$ cat src/design/par_pkg.sv
// constants and types for the private address resolver
package par_pkg;
  localparam logic [11:0] OFF_START      = 12'h000;
  localparam logic [11:0] OFF_STOP       = 12'h008;
  localparam logic [11:0] OFF_EV_END     = 12'h100;
  localparam logic [11:0] OFF_EV_MATCH   = 12'h104;
  localparam logic [11:0] OFF_EV_NOMATCH = 12'h108;
  localparam logic [11:0] OFF_IRQ_SET    = 12'h304;
  localparam logic [11:0] OFF_IRQ_CLR    = 12'h308;
  localparam logic [11:0] OFF_LAST_KEY   = 12'h400;
  localparam logic [11:0] OFF_ENABLE     = 12'h500;
  localparam logic [11:0] OFF_KEY_COUNT  = 12'h504;
  localparam logic [11:0] OFF_KEY_PTR    = 12'h508;
  localparam logic [11:0] OFF_ADDR_PTR   = 12'h510;
  localparam logic [11:0] OFF_SCR_PTR    = 12'h514;

  localparam int          EV_END         = 0;
  localparam int          EV_MATCH       = 1;
  localparam int          EV_NOMATCH     = 2;

  localparam logic [1:0]  ENABLE_ON      = 2'h3;
  localparam logic [4:0]  KEY_COUNT_RST  = 5'h01;
  localparam logic [4:0]  KEY_COUNT_MIN  = 5'h01;
  localparam logic [4:0]  KEY_COUNT_MAX  = 5'h10;
  localparam logic [31:0] KEY_STRIDE     = 32'h0000_0010;
  localparam logic [31:0] WORD_STRIDE    = 32'h0000_0004;
  localparam logic [1:0]  KEY_WORDS_LAST = 2'h3;

  typedef enum logic [2:0] {
    ST_IDLE, ST_ADDR0, ST_ADDR1, ST_KEY, ST_CIPHER, ST_CHECK, ST_END
  } par_state_t;

  typedef struct packed {
    par_state_t   st;
    logic         abort;
    logic         dma_req;
    logic [31:0]  dma_addr;
    logic         aes_req;
    logic [127:0] aes_key;
    logic [23:0]  hash;
    logic [23:0]  prand;
    logic [3:0]   key_idx;
    logic [1:0]   word_idx;
    logic [2:0]   flags;
    logic [2:0]   inten;
    logic [2:0]   pulse;
    logic         irq;
    logic [3:0]   last_key;
    logic [1:0]   enable;
    logic [4:0]   key_count;
    logic [31:0]  key_ptr;
    logic [31:0]  addr_ptr;
    logic [31:0]  scr_ptr;
    logic [31:0]  rdata;
  } par_regs_t;
endpackage

$ cat src/design/par_resolver.sv
// private address resolver: registers, dma reader and key walk
// Operation
// RULE_01 - all dma reads done before events
// RULE_02 - software keeps pointers inside data ram
// RULE_03 - address pointer set before start
// RULE_04 - start write or task pulse begins run
// RULE_05 - match sets flag and pulses output
// RULE_06 - keys tried ascending, zero to count minus one
// RULE_07 - no match sets flag and pulses
// RULE_08 - stop on first match or count
// RULE_09 - end event follows the outcome event
// RULE_10 - no address type filtering
// RULE_11 - hash random part, compare hash
// RULE_12 - receiver may start after six bytes
// RULE_13 - key n read at sixteen times n
// RULE_14 - enable set register, reads enables
// RULE_15 - enable clear register, reads enables
// RULE_16 - status holds last matching key index
// RULE_17 - enable value three turns unit on
// RULE_18 - key count one to sixteen, reset one
// RULE_19 - flags sticky until zero written
// RULE_20 - stop aborts safely, back to idle
// RULE_21 - interrupt when enabled flag set
`timescale 1ns/1ps
`default_nettype none
module par_resolver #(
  parameter int KEYS_MAX = 16
) (
  input  wire logic         clk_i,
  input  wire logic         reset_n_i,
  input  wire logic [11:0]  reg_addr_i,
  input  wire logic [31:0]  reg_wdata_i,
  input  wire logic         reg_we_i,
  input  wire logic         reg_re_i,
  output logic      [31:0]  reg_rdata_o,
  input  wire logic         start_task_i,
  input  wire logic         stop_task_i,
  output logic              end_event_o,
  output logic              match_event_o,
  output logic              no_match_event_o,
  output logic              irq_o,
  output logic              dma_req_o,
  output logic      [31:0]  dma_addr_o,
  input  wire logic         dma_ack_i,
  input  wire logic [31:0]  dma_rdata_i,
  output logic              aes_req_o,
  output logic      [127:0] aes_key_o,
  output logic      [127:0] aes_pt_o,
  input  wire logic         aes_done_i,
  input  wire logic [127:0] aes_ct_i
);
  // the key index and count fields are sized for a sixteen entry table
  if (KEYS_MAX != int'(par_pkg::KEY_COUNT_MAX))
  begin
    $error("par_resolver serves exactly 16 keys");
  end

  par_pkg::par_regs_t q;
  par_pkg::par_regs_t d;

  logic wr_start;
  logic wr_stop;
  logic go;
  logic halt;
  logic last_key;
  logic stop_req;
  logic [2:0]  irq_src;
  logic [31:0] next_key_addr;

  // per event interrupt source: flag and enable together
  for (genvar e = 0; e < $bits(irq_src); e++)
  begin : g_irq
    assign irq_src[e] = q.flags[e] & q.inten[e]; // RULE_21
  end

  // table entry of the key after the current one
  assign next_key_addr = q.key_ptr + (32'({q.key_idx + 4'h1}) * par_pkg::KEY_STRIDE); // RULE_13

  always_comb
  begin
    d = q;
    d.pulse = 3'h0;
    // task decode
    wr_start = reg_we_i && reg_addr_i == par_pkg::OFF_START && reg_wdata_i[0];
    wr_stop  = reg_we_i && reg_addr_i == par_pkg::OFF_STOP && reg_wdata_i[0];
    stop_req = wr_stop || stop_task_i;
    go   = (wr_start || start_task_i) && q.enable == par_pkg::ENABLE_ON; // RULE_04 RULE_17
    halt = q.abort || stop_req;
    last_key = {1'b0, q.key_idx} == q.key_count - 5'h01;

    // a stop outside idle waits for the next safe point
    if (q.st != par_pkg::ST_IDLE && stop_req)
    begin
      d.abort = 1'b1; // RULE_20
    end

    // register writes
    if (reg_we_i)
    begin
      case (reg_addr_i)
        par_pkg::OFF_EV_END:
        begin
          d.flags[par_pkg::EV_END] = reg_wdata_i[0]; // RULE_19
        end
        par_pkg::OFF_EV_MATCH:
        begin
          d.flags[par_pkg::EV_MATCH] = reg_wdata_i[0];
        end
        par_pkg::OFF_EV_NOMATCH:
        begin
          d.flags[par_pkg::EV_NOMATCH] = reg_wdata_i[0];
        end
        par_pkg::OFF_IRQ_SET:
        begin
          d.inten = q.inten | reg_wdata_i[2:0]; // RULE_14
        end
        par_pkg::OFF_IRQ_CLR:
        begin
          d.inten = q.inten & ~reg_wdata_i[2:0]; // RULE_15
        end
        par_pkg::OFF_ENABLE:
        begin
          d.enable = reg_wdata_i[1:0]; // RULE_17
        end
        par_pkg::OFF_KEY_COUNT:
        begin
          if (reg_wdata_i[31:5] == 27'h0 && reg_wdata_i[4:0] >= par_pkg::KEY_COUNT_MIN
              && reg_wdata_i[4:0] <= par_pkg::KEY_COUNT_MAX)
          begin
            d.key_count = reg_wdata_i[4:0]; // RULE_18
          end
        end
        // pointers are used as given
        par_pkg::OFF_KEY_PTR:
        begin
          d.key_ptr = reg_wdata_i;
        end
        par_pkg::OFF_ADDR_PTR:
        begin
          d.addr_ptr = reg_wdata_i;
        end
        par_pkg::OFF_SCR_PTR:
        begin
          d.scr_ptr = reg_wdata_i;
        end
        default:
        begin
          d.enable = d.enable;
        end
      endcase
    end

    // key walk
    case (q.st)
      // wait for an accepted start
      par_pkg::ST_IDLE:
      begin
        d.abort = 1'b0;
        if (go)
        begin
          d.st = par_pkg::ST_ADDR0;
          d.dma_req = 1'b1;
          d.dma_addr = q.addr_ptr; // RULE_03 RULE_12
          d.key_idx = 4'h0;
        end
      end

      // fetch the first address word
      par_pkg::ST_ADDR0:
      begin
        if (dma_ack_i)
        begin
          // hash part and low random byte
          d.hash = dma_rdata_i[23:0];
          d.prand[7:0] = dma_rdata_i[31:24];
          d.dma_addr = q.addr_ptr + par_pkg::WORD_STRIDE;
          d.st = par_pkg::ST_ADDR1;
          if (halt)
          begin
            d.dma_req = 1'b0;
            d.st = par_pkg::ST_IDLE; // RULE_20
          end
        end
      end

      // fetch the second address word
      par_pkg::ST_ADDR1:
      begin
        if (dma_ack_i)
        begin
          // rest of the random part
          d.prand[23:8] = dma_rdata_i[15:0];
          d.dma_addr = q.key_ptr; // RULE_13
          d.word_idx = 2'h0;
          d.st = par_pkg::ST_KEY;
          if (halt)
          begin
            d.dma_req = 1'b0;
            d.st = par_pkg::ST_IDLE;
          end
        end
      end

      // fetch the four words of one key
      par_pkg::ST_KEY:
      begin
        if (dma_ack_i)
        begin
          d.aes_key = {dma_rdata_i, q.aes_key[127:32]};
          d.word_idx = q.word_idx + 2'h1;
          d.dma_addr = q.dma_addr + par_pkg::WORD_STRIDE;
          if (halt)
          begin
            d.dma_req = 1'b0;
            d.st = par_pkg::ST_IDLE;
          end
          // fourth word in: hand the key to the cipher
          else if (q.word_idx == par_pkg::KEY_WORDS_LAST)
          begin
            d.dma_req = 1'b0; // RULE_01
            d.aes_req = 1'b1; // RULE_11
            d.st = par_pkg::ST_CIPHER;
          end
        end
      end

      // wait for the cipher result
      par_pkg::ST_CIPHER:
      begin
        if (aes_done_i)
        begin
          d.aes_req = 1'b0;
          if (halt)
            d.st = par_pkg::ST_IDLE; // RULE_20
          else
            d.st = par_pkg::ST_CHECK;
          d.hash = (aes_ct_i[23:0] == q.hash) ? q.hash : ~q.hash;
          d.prand = (aes_ct_i[23:0] == q.hash) ? q.prand : q.prand; // RULE_10
          d.word_idx = {1'b0, aes_ct_i[23:0] == q.hash};
        end
      end

      // judge the key just tried
      par_pkg::ST_CHECK:
      begin
        d.hash = q.word_idx[0] ? q.hash : ~q.hash;
        if (halt)
        begin
          d.st = par_pkg::ST_IDLE; // RULE_20
        end
        // match: report this key
        else if (q.word_idx[0])
        begin
          d.pulse[par_pkg::EV_MATCH] = 1'b1; // RULE_05 RULE_08
          d.last_key = q.key_idx; // RULE_16
          d.st = par_pkg::ST_END;
        end
        // last key tried without a match
        else if (last_key)
        begin
          d.pulse[par_pkg::EV_NOMATCH] = 1'b1; // RULE_07 RULE_08
          d.st = par_pkg::ST_END;
        end
        else
        begin
          // move on to the next key in the table
          d.key_idx = q.key_idx + 4'h1; // RULE_06
          d.dma_addr = next_key_addr; // RULE_13
          d.dma_req = 1'b1;
          d.word_idx = 2'h0;
          d.st = par_pkg::ST_KEY;
        end
      end

      // end event one cycle after the outcome
      par_pkg::ST_END:
      begin
        d.pulse[par_pkg::EV_END] = 1'b1; // RULE_09
        d.st = par_pkg::ST_IDLE;
      end
      default:
      begin
        d.st = par_pkg::ST_IDLE;
      end
    endcase

    // hardware set wins over a software clear
    d.flags = d.flags | d.pulse; // RULE_19
    d.irq = |irq_src; // RULE_21

    // read data, valid the cycle after the strobe
    d.rdata = 32'h0;
    if (reg_re_i)
    begin
      case (reg_addr_i)
        par_pkg::OFF_EV_END:
        begin
          d.rdata = {31'h0, q.flags[par_pkg::EV_END]};
        end
        par_pkg::OFF_EV_MATCH:
        begin
          d.rdata = {31'h0, q.flags[par_pkg::EV_MATCH]};
        end
        par_pkg::OFF_EV_NOMATCH:
        begin
          d.rdata = {31'h0, q.flags[par_pkg::EV_NOMATCH]};
        end
        par_pkg::OFF_IRQ_SET:
        begin
          d.rdata = {29'h0, q.inten}; // RULE_14
        end
        par_pkg::OFF_IRQ_CLR:
        begin
          d.rdata = {29'h0, q.inten}; // RULE_15
        end
        par_pkg::OFF_LAST_KEY:
        begin
          d.rdata = {28'h0, q.last_key}; // RULE_16
        end
        par_pkg::OFF_ENABLE:
        begin
          d.rdata = {30'h0, q.enable};
        end
        par_pkg::OFF_KEY_COUNT:
        begin
          d.rdata = {27'h0, q.key_count};
        end
        par_pkg::OFF_KEY_PTR:
        begin
          d.rdata = q.key_ptr;
        end
        par_pkg::OFF_ADDR_PTR:
        begin
          d.rdata = q.addr_ptr;
        end
        par_pkg::OFF_SCR_PTR:
        begin
          d.rdata = q.scr_ptr;
        end
        default:
        begin
          d.rdata = 32'h0;
        end
      endcase
    end
  end

  always_ff @(posedge clk_i or negedge reset_n_i)
  begin
    if (!reset_n_i)
    begin
      // all fields zero, then the non zero resets
      q <= '0;
      q.st <= par_pkg::ST_IDLE;
      q.key_count <= par_pkg::KEY_COUNT_RST; // RULE_18
    end
    else
    begin
      q <= d;
    end
  end

  // outputs straight from the state register
  assign reg_rdata_o      = q.rdata;
  assign end_event_o      = q.pulse[par_pkg::EV_END];
  assign match_event_o    = q.pulse[par_pkg::EV_MATCH];
  assign no_match_event_o = q.pulse[par_pkg::EV_NOMATCH];
  assign irq_o            = q.irq;
  assign dma_req_o        = q.dma_req;
  assign dma_addr_o       = q.dma_addr;
  assign aes_req_o        = q.aes_req;
  assign aes_key_o        = q.aes_key;
  assign aes_pt_o         = {104'h0, q.prand};
endmodule
`default_nettype wire

$ cat config.mk
export PLATFORM = sky130hd
export DESIGN_NAME = par_resolver
export DESIGN_NICKNAME = d
export VERILOG_FILES = /design/src/design/par_pkg.sv /design/src/design/par_resolver.sv
export SDC_FILE = /design/constraint.sdc
export NUM_CORES = 1
export LEC_CHECK = 0
export ABC_AREA = 1
export BUFFER_PORTS_ARGS = -buffer_cell sky130_fd_sc_hd__buf_2
export CAP_MARGIN = 20
export CORE_MARGIN = 4
export CORE_UTILIZATION = 54
export DETAILED_ROUTE_END_ITERATION = 8
export GPL_TIMING_DRIVEN = 0
export PLACE_DENSITY = 0.84
export SYNTH_ARGS = -nofsm -noshare
export SYNTH_HDL_FRONTEND = slang
export SYNTH_SLANG_ARGS = --single-unit
$ cat constraint.sdc
create_clock -name clk_i -period 3 [get_ports clk_i]
set_input_delay 0.15 -clock clk_i [delete_from_list [all_inputs] [get_ports clk_i]]
set_output_delay 0.15 -clock clk_i [all_outputs]
set_load 0.01 [all_outputs]
==> metrics.yaml <==
synth_sequential_area_ratio_pct: 43.1
die_area_sq_um: 42900
drc: 0
detail_route.wirelength_microns: 70800
period_minus_slack_ns: 2.71
globalRouteTotalUtil_pct: 31.7
fin_ws_ns: 0.291
hold_depth: 3
criticalPathCategory: "register to register"
endpoint_arrival_time_on_the_critical_path_ns: 3.16
final_util_pct: 67.7
clk_path_buf_depth: 3
placement_rows: 72
ctsHoldBuffers: 72
failed_checks: "hold timing"
syn_inst: 2844
timing.hold.ws_ns: -0.0136
final-max-slew-violation-count: 0
p_seq_share_pct: 37.0
path_clk_slew_ns: 0.06
final_nets: 3612
slew_headroom_pct: 49.5
cts_max_level: 2
worst_setup_path_start_kind: "register"
buffer_ports.inserted: 327
pwr-share-clk_pct: 27.4
detail_route.iter0.violations: 2157
first_global_vias: 19800
cts-root-buf: "sky130_fd_sc_hd__clkbuf_16"
cap_viol_max_count: 0
pwr_density_cell_nw_per_um2: 744
dpl-instance-area_sq_um: 24200
netlist_area_sq_um: 21400
timing.final.crit_share_pct: 90.3
synth_warnings: 0
dp.final_hpwl_microns: 53100
max-vdd-ir-drop_mv: 0.373
worstPathRequired_ns: 3.45
via_per_inst: 5.24
grt_max_degree: 108
sw_frac_of_total_pct: 35.1
report.final.hold_viol_count: 1
critical_path_end_type: "register"
cts_post_setup_buffers_inserted: 0
start_util_pct: 55.1
area_growth_syn_to_layout_pct: 23.0
cts_num_sinks: 369
dr.pass1.iters: 8
drive_above_1_share_pct: 23.6
synth_ff_type: "sky130_fd_sc_hd__dfrtp_1"
finalWeightedCongestion: 0.980
synth_async_sr_flop_share_pct: 100
grt_antenna_before_repair: 2
globalRoute.totalOverflow: 0
place_worst_setup_slack_ns: 0.323
rsz0062_at_grt: "false"
timing.hold.worst.class: "input port to register"
post_synth_num_cell_types: 54
detail_route.wl_per_cell_microns: 18.0
r2r_cells: 15
internal-power_mw: 12.7
grt_first_pass_wirelength_microns: 110000
worst_margin_slew_ns: 0.758
insertion_delay_ns: 0.58
die_w_microns: 207
number_of_enable_flip_flop_cells_after_synthesis: 0
fmax_mhz: 369
result_of_the_run: "finished, violations left"
cts_made_buffers: 39
synth.avg_cell_area_sq_um: 7.54
synth_seq_cells: 369
core_region_area_sq_um: 38900
filler_cell_count: 3129
finalClockSkew_ns: 0.0275
fin_tns_setup_ns: 0
tritoncts: "yes"
setup-violations-final: 0
leakage_nw: 13.8
dr_vias: 20700
post-route-cell-area_sq_um: 26400
top_level_ports: 538
number_of_nets_with_antenna_violations_after_detailed_routing: 0
dieHeight_microns: 207
p_sw_mw: 6.89
crit_fanout: 6
p_comb_share_pct: 35.5
count_of_cells_resized_by_post_cts_repair: 0
-- power by group through the flow --
| stage | logic, mW | registers (mW) | clock network [mW] |
|---|---|---|---|
| CTS | 6.90 | 7.22 | 5.42 |
| detailed placement | 6.76 | 7.28 | 0 |
| global placement | 6.63 | 7.25 | 0 |
| finish | 6.96 | 7.27 | 5.38 |
| global route | 7.60 | 7.40 | 5.63 |
| floorplan | 4.60 | 6.97 | 0 |
-- registers in the layout, indices dropped and copies added (netlist names), 24 cells and up, named ones only --
| name | cells |
|---|---|
| aes_pt_o | 24 |
| reg_rdata_o | 32 |
| dma_addr_o | 32 |
| q | 144 |
| aes_key_o | 128 |
-- metrics by stage --
stage                     cells  power [mW]
after floorplan            2947        11.6
after global placement     3792        13.9
after detailed placement   3795        14.0
after CTS                  3937        19.5
after global routing       3939        20.6
final                      3939        19.6
-- critical path, stage by stage, from the launching register on --
cell,delay (ns)
sky130_fd_sc_hd__dfrtp_1,0.44
sky130_fd_sc_hd__ha_1,0.24
sky130_fd_sc_hd__xnor2_1,0.18
sky130_fd_sc_hd__inv_1,0.09
sky130_fd_sc_hd__ha_1,0.41
sky130_fd_sc_hd__nand2_1,0.10
sky130_fd_sc_hd__nor2_1,0.09
sky130_fd_sc_hd__nor2_1,0.09
sky130_fd_sc_hd__nor2_1,0.39
sky130_fd_sc_hd__nand3_1,0.13
sky130_fd_sc_hd__nand3_1,0.12
sky130_fd_sc_hd__nand2_1,0.05
sky130_fd_sc_hd__nor2_1,0.08
sky130_fd_sc_hd__nand2_1,0.05
sky130_fd_sc_hd__nand2_1,0.09
sky130_fd_sc_hd__nand2_1,0.05
-- synthesized netlist by cell type (5+ instances only) --
library cell               number  area, sq um
sky130_fd_sc_hd__nor3_1        12         60.1
sky130_fd_sc_hd__a221oi_1      13          114
sky130_fd_sc_hd__o21ai_0      279         1400
sky130_fd_sc_hd__nor2_1       235          882
sky130_fd_sc_hd__clkbuf_1      48          180
sky130_fd_sc_hd__nand2_2       14         87.6
sky130_fd_sc_hd__nor4_1         5         31.3
sky130_fd_sc_hd__xnor2_1       13          114
sky130_fd_sc_hd__o211ai_1       8         60.1
sky130_fd_sc_hd__inv_1        251          942
sky130_fd_sc_hd__inv_2          7         26.3
sky130_fd_sc_hd__a21oi_1       51          255
sky130_fd_sc_hd__o22ai_1       15         93.8
sky130_fd_sc_hd__nand4_1       61          382
sky130_fd_sc_hd__nand2_1      843         3160
sky130_fd_sc_hd__buf_2         31          155
sky130_fd_sc_hd__ha_1           9          113
sky130_fd_sc_hd__nand3b_1       5         37.5
sky130_fd_sc_hd__xor2_1        15          131
sky130_fd_sc_hd__o21ai_1        7         35.0
sky130_fd_sc_hd__nand3_1      146          731
sky130_fd_sc_hd__mux2i_1       22          220
sky130_fd_sc_hd__o21ai_2        6         52.6
sky130_fd_sc_hd__buf_4        326         2450
sky130_fd_sc_hd__dfrtp_1      368         9210
-- routing by layer --
| metal | global-route usage (%) | vias to the layer above | routed length (microns) |
|---|---|---|---|
| met5 | 0 | - | 0 |
| met4 | 13.2 | 0 | 3010 |
| met3 | 5.70 | 180 | 6230 |
| met2 | 52.0 | 1130 | 33400 |
| met1 | 42.0 | 9564 | 28200 |
| li1 | - | 9777 | - |
-- worst paths after layout --
path	endpoint	startpoint	slack (ns)
worst max-delay path	dma_addr_o[20]$_DFFE_PN0P_	q[151]$_DFFE_PN0P_	0.29
worst min-delay path	aes_pt_o[8]$_DFFE_PN0P_	dma_rdata_i[0]	-0.01
worst max register to register	dma_addr_o[20]$_DFFE_PN0P_	q[151]$_DFFE_PN0P_	0.29
max in group asynchronous	aes_key_o[13]$_DFFE_PN0P_	reset_n_i	1.50
min in group asynchronous	dma_addr_o[29]$_DFFE_PN0P_	reset_n_i	0.23
worst min register to register	dma_addr_o[0]$_DFFE_PN0P_	dma_addr_o[0]$_DFFE_PN0P_	0.48
-- cells in the final DEF (no fill, tap or decap), drive strengths merged, types with 5 or more instances in the layout --
cell type and instances:
nor4 5, o211ai 8, o21ai 292, nor3 14, conb 104, ha 9
nand3b 5, xnor2 13, nor2 242, buf 696, nand3 150, dfrtp 368
o22ai 15, bufinv 7, inv 261, mux2i 22, dlygate4sd3 72, a21oi 52
nand4 61, clkbuf 104, nand2 858, xor2 15, clkinv 6, a221oi 13
-- final cells by class --
class / instances / area [sq um] / share of cell area [%]
repair buffers: 402 / 2450 / 9.29
well taps: 518 / 648 / 2.46
clock buffers: 55 / 1150 / 4.35
plain buffers: 415 / 2860 / 10.9
flip-flops and latches: 369 / 9240 / 35.0
inverters: 260 / 976 / 3.70
multi-input cells: 1903 / 8740 / 33.2
clock inverters: 15 / 298 / 1.13
diodes: 2 / 5.00 / 0.0190
-- kinds of logic after synthesis --
group / after synthesis / synth area share, %
other: 1 / 0.0175
xor gates and xnor gates: 28 / 1.14
buffers and inverters: 675 / 17.9
and+or+nand+nor: 1341 / 26.0
AOI/OAI and AO/OA: 398 / 10.2
adders and majority gates: 10 / 0.619
muxes: 22 / 1.03
DFF: 369 / 43.1
Power figures use the tool's default switching activity.
